<file path="src/design/cose_defines.svh">
// Constants for the clock output sync and enable control block
`ifndef COSE_DEFINES_SVH
`define COSE_DEFINES_SVH

// ---------------------------------------------------------------
// Serial word layout
// ---------------------------------------------------------------
`define COSE_WORD_W 32
`define COSE_ADDR_W 4
`define COSE_DATA_W 28
`define COSE_ADDR_MSB 3
`define COSE_DATA_LSB 4

// ---------------------------------------------------------------
// Register addresses
// ---------------------------------------------------------------
`define COSE_NUM_OUT 8
`define COSE_ADDR_GLOBAL 4'he
`define COSE_ADDR_VCO 4'hf

// ---------------------------------------------------------------
// Data field positions, per-output registers (addresses 0..7)
// ---------------------------------------------------------------
`define COSE_F_EN 0
`define COSE_F_SRC_LSB 1
`define COSE_F_SRC_MSB 2
`define COSE_F_DIV_LSB 3
`define COSE_F_DIV_MSB 10

// ---------------------------------------------------------------
// Data field positions, global and VCO registers
// ---------------------------------------------------------------
`define COSE_F_GEN 0
`define COSE_F_VDIV_LSB 0
`define COSE_F_VDIV_MSB 3
`define COSE_F_VPATH 4
`define COSE_F_ZDLY 5

// ---------------------------------------------------------------
// Reset values and timing
// ---------------------------------------------------------------
`define COSE_VDIV_RST 4'h2
`define COSE_VDIV_MIN 4'h2
`define COSE_SYNC_DLY 5
`define COSE_DIV_W 8

`endif

</file>
<file path="src/design/cose_pkg.sv">
// Types shared by the clock output sync and enable control block
package cose_pkg;

    typedef enum logic [1:0] {
        COSE_SRC_BYPASS = 2'b00,
        COSE_SRC_DIV = 2'b01,
        COSE_SRC_DLY = 2'b10,
        COSE_SRC_DIV_DLY = 2'b11
    } cose_src_t;

    typedef enum logic [1:0] {
        COSE_ST_OFF = 2'b00,
        COSE_ST_LOW = 2'b01,
        COSE_ST_RUN = 2'b10
    } cose_state_t;

    typedef struct packed {
        logic en;
        cose_src_t src;
        logic [7:0] div;
    } cose_chan_cfg_t;

    typedef struct packed {
        logic [3:0] vco_divide_value;
        logic vco_path;
        logic zero_dly;
    } cose_vco_cfg_t;

endpackage

</file>
<file path="src/design/cose_chan.sv">
// One output channel divider with sync hold and realign
`timescale 1ns/1ns
`include "cose_defines.svh"

module cose_chan (
    input wire logic clk,
    input wire logic rst_b,
    input wire logic tick,
    input wire logic hold,
    input wire logic [`COSE_DIV_W-1:0] half,
    output logic wave
);

    logic [`COSE_DIV_W-1:0] cnt_ff;
    logic run_ff;
    logic wave_ff;

    assign wave = wave_ff;

    // ---------------------------------------------------------------
    // Divider: toggles every half period of distribution ticks
    // ---------------------------------------------------------------
    always_ff @(posedge clk or negedge rst_b)
    begin
        if (!rst_b)
        begin
            cnt_ff <= '0;
            run_ff <= 1'b0;
            wave_ff <= 1'b0;
        end
        else if (hold)
        begin
            cnt_ff <= '0;
            run_ff <= 1'b0;
            wave_ff <= 1'b0;
        end
        else if (tick)
        begin
            if (!run_ff)
            begin
                run_ff <= 1'b1;
                wave_ff <= 1'b1;
                cnt_ff <= '0;
            end
            else if (cnt_ff == half - 8'h01)
            begin
                cnt_ff <= '0;
                wave_ff <= ~wave_ff;
            end
            else
            begin
                cnt_ff <= cnt_ff + 8'h01;
            end
        end
    end

endmodule

</file>
<file path="src/design/cose_ctrl.sv">
// Serial programming, output gating and sync for eight clock outputs
`timescale 1ns/1ns
`include "cose_defines.svh"


module cose_ctrl (
    input wire logic CLK,
    input wire logic RST_B,
    input wire logic SERIAL_CLOCK_LINE,
    input wire logic SERIAL_DATA_LINE,
    input wire logic LATCH_ENABLE_LINE,
    input wire logic GLOBAL_OUTPUT_ENABLE_PIN,
    input wire logic SYNC_B,
    output logic [`COSE_NUM_OUT-1:0] CLKOUT,
    output logic [`COSE_NUM_OUT-1:0] CLKOUT_OFF,
    output logic CAL_START
);

    // ---------------------------------------------------------------
    // Input synchronisers
    // ---------------------------------------------------------------
    logic [1:0] sck_s_ff;
    logic [1:0] sdat_s_ff;
    logic [1:0] le_s_ff;
    logic [1:0] goe_s_ff;
    logic [1:0] sync_s_ff;
    logic sck_d_ff;
    logic le_d_ff;

    always_ff @(posedge CLK or negedge RST_B)
    begin
        if (!RST_B)
        begin
            sck_s_ff <= 2'h0;
            sdat_s_ff <= 2'h0;
            le_s_ff <= 2'h0;
            goe_s_ff <= 2'h3;
            sync_s_ff <= 2'h3;
            sck_d_ff <= 1'b0;
            le_d_ff <= 1'b0;
        end
        else
        begin
            sck_s_ff <= {sck_s_ff[0], SERIAL_CLOCK_LINE};
            sdat_s_ff <= {sdat_s_ff[0], SERIAL_DATA_LINE};
            le_s_ff <= {le_s_ff[0], LATCH_ENABLE_LINE};
            goe_s_ff <= {goe_s_ff[0], GLOBAL_OUTPUT_ENABLE_PIN};
            sync_s_ff <= {sync_s_ff[0], SYNC_B};
            sck_d_ff <= sck_s_ff[1];
            le_d_ff <= le_s_ff[1];
        end
    end

    logic sck_rise;
    logic le_rise;
    assign sck_rise = sck_s_ff[1] & ~sck_d_ff;
    assign le_rise = le_s_ff[1] & ~le_d_ff;

    // ---------------------------------------------------------------
    // Serial shift register
    // ---------------------------------------------------------------
    logic [`COSE_WORD_W-1:0] shift_ff;

    always_ff @(posedge CLK or negedge RST_B)
    begin
        if (!RST_B)
            shift_ff <= '0;
        else if (sck_rise)
            shift_ff <= {shift_ff[`COSE_WORD_W-2:0], sdat_s_ff[1]};
    end

    logic [`COSE_ADDR_W-1:0] wr_addr;
    logic [`COSE_DATA_W-1:0] wr_data;
    assign wr_addr = shift_ff[`COSE_ADDR_MSB:0];
    assign wr_data = shift_ff[`COSE_WORD_W-1:`COSE_DATA_LSB];

    // ---------------------------------------------------------------
    // Configuration registers
    // ---------------------------------------------------------------
    cose_pkg::cose_chan_cfg_t chan_cfg_ff [`COSE_NUM_OUT];
    cose_pkg::cose_vco_cfg_t vco_cfg_ff;
    logic glob_en_ff;

    genvar gi;
    generate
        for (gi = 0; gi < `COSE_NUM_OUT; gi = gi + 1)
        begin : g_cfg
            always_ff @(posedge CLK or negedge RST_B)
            begin
                if (!RST_B)
                    chan_cfg_ff[gi] <= '0;
                else if (le_rise && wr_addr == gi[`COSE_ADDR_W-1:0])
                begin
                    chan_cfg_ff[gi].en <= wr_data[`COSE_F_EN];
                    chan_cfg_ff[gi].src <= cose_pkg::cose_src_t'(
                        wr_data[`COSE_F_SRC_MSB:`COSE_F_SRC_LSB]);
                    chan_cfg_ff[gi].div <=
                        wr_data[`COSE_F_DIV_MSB:`COSE_F_DIV_LSB];
                end
            end
        end
    endgenerate

    always_ff @(posedge CLK or negedge RST_B)
    begin
        if (!RST_B)
            glob_en_ff <= 1'b0;
        else if (le_rise && wr_addr == `COSE_ADDR_GLOBAL)
            glob_en_ff <= wr_data[`COSE_F_GEN];
    end

    always_ff @(posedge CLK or negedge RST_B)
    begin
        if (!RST_B)
        begin
            vco_cfg_ff <= '0;
            vco_cfg_ff.vco_divide_value <= `COSE_VDIV_RST;
        end
        else if (le_rise && wr_addr == `COSE_ADDR_VCO)
        begin
            vco_cfg_ff.vco_divide_value <= wr_data[`COSE_F_VDIV_MSB:`COSE_F_VDIV_LSB];
            vco_cfg_ff.vco_path <= wr_data[`COSE_F_VPATH];
            vco_cfg_ff.zero_dly <= wr_data[`COSE_F_ZDLY];
        end
    end

    // ---------------------------------------------------------------
    // Calibration trigger
    // ---------------------------------------------------------------
    always_ff @(posedge CLK or negedge RST_B)
    begin
        if (!RST_B)
            CAL_START <= 1'b0;
        else
            CAL_START <= le_rise && wr_addr == `COSE_ADDR_VCO
                && !wr_data[`COSE_F_ZDLY];
    end

    // ---------------------------------------------------------------
    // VCO divider: distribution tick and bypassed waveform
    // ---------------------------------------------------------------
    logic [3:0] vdiv;
    logic [3:0] vhigh;
    logic [3:0] vcnt_ff;
    logic tick;
    logic vwave;

    // Path select set means divider bypass: tick every clock
    always_comb
    begin
        if (vco_cfg_ff.vco_path)
            vdiv = 4'h1;
        else if (vco_cfg_ff.vco_divide_value < `COSE_VDIV_MIN)
            vdiv = `COSE_VDIV_MIN;
        else
            vdiv = vco_cfg_ff.vco_divide_value;
        vhigh = (vdiv == 4'h1) ? 4'h1 : (vdiv >> 1);
    end

    always_ff @(posedge CLK or negedge RST_B)
    begin
        if (!RST_B)
            vcnt_ff <= 4'h0;
        else if (vcnt_ff >= vdiv - 4'h1)
            vcnt_ff <= 4'h0;
        else
            vcnt_ff <= vcnt_ff + 4'h1;
    end

    assign tick = (vcnt_ff == 4'h0);
    assign vwave = (vcnt_ff < vhigh);

    // ---------------------------------------------------------------
    // Sync delay pipeline on distribution ticks
    // ---------------------------------------------------------------
    logic [`COSE_SYNC_DLY-1:0] sync_pipe_ff;
    logic hold;

    always_ff @(posedge CLK or negedge RST_B)
    begin
        if (!RST_B)
            sync_pipe_ff <= '1;
        else if (vco_cfg_ff.vco_path)
            sync_pipe_ff <= '1;
        else if (tick)
            sync_pipe_ff <= {sync_pipe_ff[`COSE_SYNC_DLY-2:0],
                sync_s_ff[1]};
    end

    assign hold = ~sync_pipe_ff[`COSE_SYNC_DLY-1];

    // ---------------------------------------------------------------
    // Output channels and gating
    // ---------------------------------------------------------------
    generate
        for (gi = 0; gi < `COSE_NUM_OUT; gi = gi + 1)
        begin : g_out
            logic dwave;
            logic [`COSE_DIV_W-1:0] half;
            logic is_div;
            cose_pkg::cose_state_t st;

            assign half = (chan_cfg_ff[gi].div == 8'h00) ?
                8'h01 : chan_cfg_ff[gi].div;
            assign is_div = chan_cfg_ff[gi].src == cose_pkg::COSE_SRC_DIV
                || chan_cfg_ff[gi].src == cose_pkg::COSE_SRC_DIV_DLY;

            cose_chan u_chan (
                .clk(CLK),
                .rst_b(RST_B),
                .tick(tick),
                .hold(hold),
                .half(half),
                .wave(dwave)
            );

            always_comb
            begin
                if (!chan_cfg_ff[gi].en || !glob_en_ff)
                    st = cose_pkg::COSE_ST_OFF;
                else if (!goe_s_ff[1])
                    st = cose_pkg::COSE_ST_LOW;
                else
                    st = cose_pkg::COSE_ST_RUN;
            end

            always_ff @(posedge CLK or negedge RST_B)
            begin
                if (!RST_B)
                begin
                    CLKOUT[gi] <= 1'b0;
                    CLKOUT_OFF[gi] <= 1'b1;
                end
                else
                begin
                    CLKOUT_OFF[gi] <= (st == cose_pkg::COSE_ST_OFF);
                    if (st != cose_pkg::COSE_ST_RUN)
                        CLKOUT[gi] <= 1'b0;
                    else
                        CLKOUT[gi] <= is_div ? dwave : vwave;
                end
            end
        end
    endgenerate

endmodule

</file>
<file path="config.mk">
export PLATFORM = sky130hd
export DESIGN_NAME = cose_ctrl
export DESIGN_NICKNAME = d
export VERILOG_FILES = /design/src/design/cose_pkg.sv /design/src/design/cose_chan.sv /design/src/design/cose_ctrl.sv
export VERILOG_INCLUDE_DIRS = /design/src /design/src/design
export SDC_FILE = /design/constraint.sdc
export NUM_CORES = 1
export LEC_CHECK = 0
export ABC_AREA = 1
export BUFFER_PORTS_ARGS = -buffer_cell sky130_fd_sc_hd__buf_4
export CAP_MARGIN = 25
export CORE_UTILIZATION = 57
export DETAILED_ROUTE_END_ITERATION = 10
export GPL_TIMING_DRIVEN = 0
export PLACE_DENSITY_LB_ADDON = 0.2
export RECOVER_POWER = 100
export SETUP_SLACK_MARGIN = 0.3
export SKIP_CTS_REPAIR_TIMING = 1
export SLEW_MARGIN = 25
export SYNTH_ARGS = -nofsm -noshare
export SYNTH_HDL_FRONTEND = slang
export SYNTH_SLANG_ARGS = --single-unit
export TNS_END_PERCENT = 50
</file>
<file path="constraint.sdc">
create_clock -name CLK -period 2.2 [get_ports CLK]
set_clock_uncertainty 0.15 [all_clocks]
set_input_delay 0.55 -clock CLK [delete_from_list [all_inputs] [get_ports CLK]]
set_output_delay 0.55 -clock CLK [all_outputs]
set_load 0.03 [all_outputs]
</file>
==> impl_metrics.csv <==
group,metric,value,unit
logic_synthesis,async_reset_ff_frac,1.00,
logic_synthesis,syn_area_per_cell,8.14,µm²
timing,tns,-8.23,ns
critical_path,crit_buf_inv,3,
power_and_ir_drop,p_leak,6.68,nW
logic_synthesis,synth_flop_cell,"dfrtp_1",
route,wirelength,30.3,mm
job,cap_violations,0,
clock_network,cts_made_buffers,24,
finish,final_cell_area,14200,µm²
critical_path,r2r_slack,-0.23,ns
logic_synthesis,yosys_warnings,0,
critical_path,cp_data_arrival_time,2.70,ns
timing,timing.final.crit_period,2.43,ns
power_and_ir_drop,power_density,1340,nW/µm²
die,rows,51,
timing,fin_ws,-0.225,ns
die,floorplan.initialDensity,0.581,
logic_synthesis,synth_common_cells,"nand2_1 (332), dfrtp_1 (194), inv_1 (147), o21ai_0 (124), nor2_1 (101)",
power_and_ir_drop,p_total,19.0,mW
logic_synthesis,synth-seq-cells,212,
clock_network,ctsHtreeMaxLevel,1,
route,wl_per_cell,16.6,µm
clock_network,cts.sinks,212,
route,via_per_inst,5.46,
timing,fmax,412,MHz
status,status,"finished with violations",
timing,fin_crit_sh,1.10,
grt,grt_max_degree,59,
status,violations,"setup timing",
logic_synthesis,synth_cell_types,42,
critical_path,cpMostUsedCell,"nand2_1",
finish,nets,1574,
critical_path,crit_chain,"inv_2, nand2_2, nor2_4, nand2_2, nand2_2, inv_2, ha_4, inv_2, nand2_2, nand2_1, nand2_1, nand2_1, nand3_1, nor2_1, nand3_2, o21ai_4, nand2_1, nand2_1, nand2_1",
clock_network,clockRootBuffer,"clkbuf_16",
route,drt_iter0_markers,646,
logic_synthesis,synth_area_leader_cell,"dfrtp_1",
logic_synthesis,ys_top_cells_by_area,"dfrtp_1 (43%), nand2_1 (11%), xor2_1 (5.5%), o21ai_0 (5.5%), inv_1 (4.9%)",
die,core_area,19500,µm²
critical_path,slowest_stage,"dfrtp_2",
route,met3WireLength,1.72,mm
logic_synthesis,synth_edf_count,0,
critical_path,critical_path_required,2.48,ns
critical_path,cp_max_fo,5,
clock_network,cts_buffer_depth,3,
die,dieArea,20400,µm²
timing,finalHoldViolations,0,
placed_design,pre_cts_ws,-0.358,ns
timing,tightest_slew,1.21,ns
placed_design,dp_hpwl,18.6,mm
finish,layout.core_utilization,0.730,
finish,antennaDiodeCount,0,
critical_path,end_kind,"register",
route,route.met2.wl,14.6,mm
logic_synthesis,synth_area,11300,µm²
die,die_x,143,µm
grt,grt_pass1_vias,8777,
route,ant_nets,0,
die,io_pins,24,
placed_design,place.gp.congestion,0.903,
placed_design,place_area,12000,µm²
logic_synthesis,postSynthCellCount,1389,
finish,syn_to_final_growth,25.6,%
power_and_ir_drop,irDropWorstVdd,1.32,mV
logic_synthesis,synth.top_cell.area_share,0.429,
grt,grt_overflow,0,
timing,setup_viol,75,
placed_design,numPortBuffers,23,
clock_network,path_clk_slew,0.07,ns
route,top_layer,"met4",
critical_path,path_class,"reg -> reg",
finish,fill_cells,1428,
route,firstDrtPassIters,5,
logic_synthesis,ys_seq_area_frac,0.471,
critical_path,startpoint_type,"register",
grt,grt_pass1_wl,44.8,mm
logic_synthesis,syn_nets,1422,
timing,maxSlewViolCount,0,
grt,track_usage,0.284,
route,drc,0,
finish,drive_gt1_frac,0.259,
clock_network,clk_latency,0.53,ns
worst_hold_path,min_path_type,"in -> async",
clock_network,cts_tree,"done",
timing,rsz0062_at_grt,"yes",
critical_path,cpPeakStageDelay,0.45,ns
logic_synthesis,synth.most_common_cell,"nand2_1",
timing,slew-limit-headroom,0.194,
die,die_h,143,µm
route,dr_total_vias,9959,
critical_path,crit_family,"simple AND/OR/NAND/NOR gates",
grt,antenna_found_initial,0,
route,m1WireLength,12.9,mm
-- cells by family (layout without fill, tap and decap cells) --
kind of cell,Yosys count,after routing,synth area share
simple gates,637,640,0.256
compound gates,209,210,0.0958
xor+xnor,103,103,0.0798
buf+inv,202,367,0.0689
fa+ha+maj,26,26,0.0288
flops,212,212,0.471
-- report_power, final --
part           internal [mW]  leakage [nW]  total [mW]  switching, mW
Clock                   2.24         0.370        3.86           1.63
Combinational           3.91          3.53        10.0           6.09
Sequential              4.56          2.78        5.15          0.584
Total                   10.7          6.68        19.0           8.30
-- registers in the layout (all words and copies together), names as in the netlist --
register             flops
CAL_START                1
CLKOUT                   8
CLKOUT_OFF               8
chan_cfg_ff             80
g_out.u_chan.cnt_ff     64
g_out.u_chan.run_ff      1
g_out.u_chan.wave        8
glob_en_ff               1
goe_s_ff                 2
le_d_ff                  1
le_s_ff                  2
sck_d_ff                 1
sck_s_ff                 2
sdat_s_ff                2
shift_ff                15
sync_pipe_ff             5
sync_s_ff                2
vcnt_ff                  4
vco_cfg_ff               5
-- final timing paths --
path,startpoint,cells past startpoint,to
setup reg to reg,chan_cfg_ff[16],19,g_out[6].u_chan.wave
hold / removal,RST_B,1,g_out[0].u_chan.cnt_ff[0]
setup / recovery,chan_cfg_ff[16],19,g_out[6].u_chan.wave
min in group CLK,sck_s_ff[0],0,sck_s_ff[1]
hold reg to reg,sck_s_ff[0],0,sck_s_ff[1]
max in group asynchronous,RST_B,4,chan_cfg_ff[3]
-- per-stage QoR --
| stage | cells | hold slack, ns |
|---|---|---|
| 3_3_place_gp | 1677 | 0.183 |
| 6_report | 1823 | 0.139 |
| 2_1_floorplan | 1389 | 0.104 |
| 4_1_cts | 1723 | -0.206 |
| 5_1_grt | 1823 | 0.202 |
| 3_5_place_dp | 1680 | 0.185 |
-- final cells by class --
cell class / instances / area [µm²] / share of cell area
Buffer: 37 / 220 / 0.0155
Inverter: 165 / 629 / 0.0443
Clock buffer: 34 / 668 / 0.0470
Timing Repair Buffer: 122 / 983 / 0.0692
Sequential cell: 212 / 5360 / 0.377
Tap cell: 265 / 332 / 0.0233
Clock inverter: 9 / 87.6 / 0.00617
Multi-Input combinational cell: 979 / 5930 / 0.417
-- worst reg2reg max path, stage by stage (launching register included) --
cell	delay [ns]
dfrtp_2	0.45
inv_2	0.07
nand2_2	0.06
nor2_4	0.10
nand2_2	0.09
nand2_2	0.09
inv_2	0.05
ha_4	0.17
inv_2	0.05
nand2_2	0.04
nand2_1	0.06
nand2_1	0.05
nand2_1	0.07
nand3_1	0.07
nor2_1	0.16
nand3_2	0.15
o21ai_4	0.26
nand2_1	0.08
nand2_1	0.07
nand2_1	0.05
-- routing by layer --
| layer | track usage | up-vias |
|---|---|---|
| met5 | 0 | - |
| met4 | 0.108 | 0 |
| met3 | 0.0359 | 75 |
| met2 | 0.443 | 316 |
| met1 | 0.403 | 4791 |
| li1 | - | 4777 |
-- cell usage in the layout, fill, tap and decap left out, drive strengths merged, types with 2 or more instances in the layout --
| cell type | synthesis | final |
|---|---|---|
| a21boi | 3 | 3 |
| xnor2 | 32 | 32 |
| nand2 | 362 | 365 |
| buf | 12 | 102 |
| nand3b | 6 | 6 |
| inv | 164 | 164 |
| dlygate4sd3 | 0 | 5 |
| or2 | 8 | 8 |
| dfrtp | 194 | 194 |
| a21oi | 68 | 68 |
| clkinv | 1 | 8 |
| ha | 26 | 26 |
| nand4 | 42 | 42 |
| nor2 | 113 | 113 |
| nand3 | 86 | 86 |
| clkbuf | 25 | 86 |
| xor2 | 71 | 71 |
| o21ai | 134 | 135 |
| nor3 | 17 | 17 |
| o22ai | 2 | 2 |
| dfstp | 18 | 18 |
Note: power is estimated with default switching activity, not from simulation.
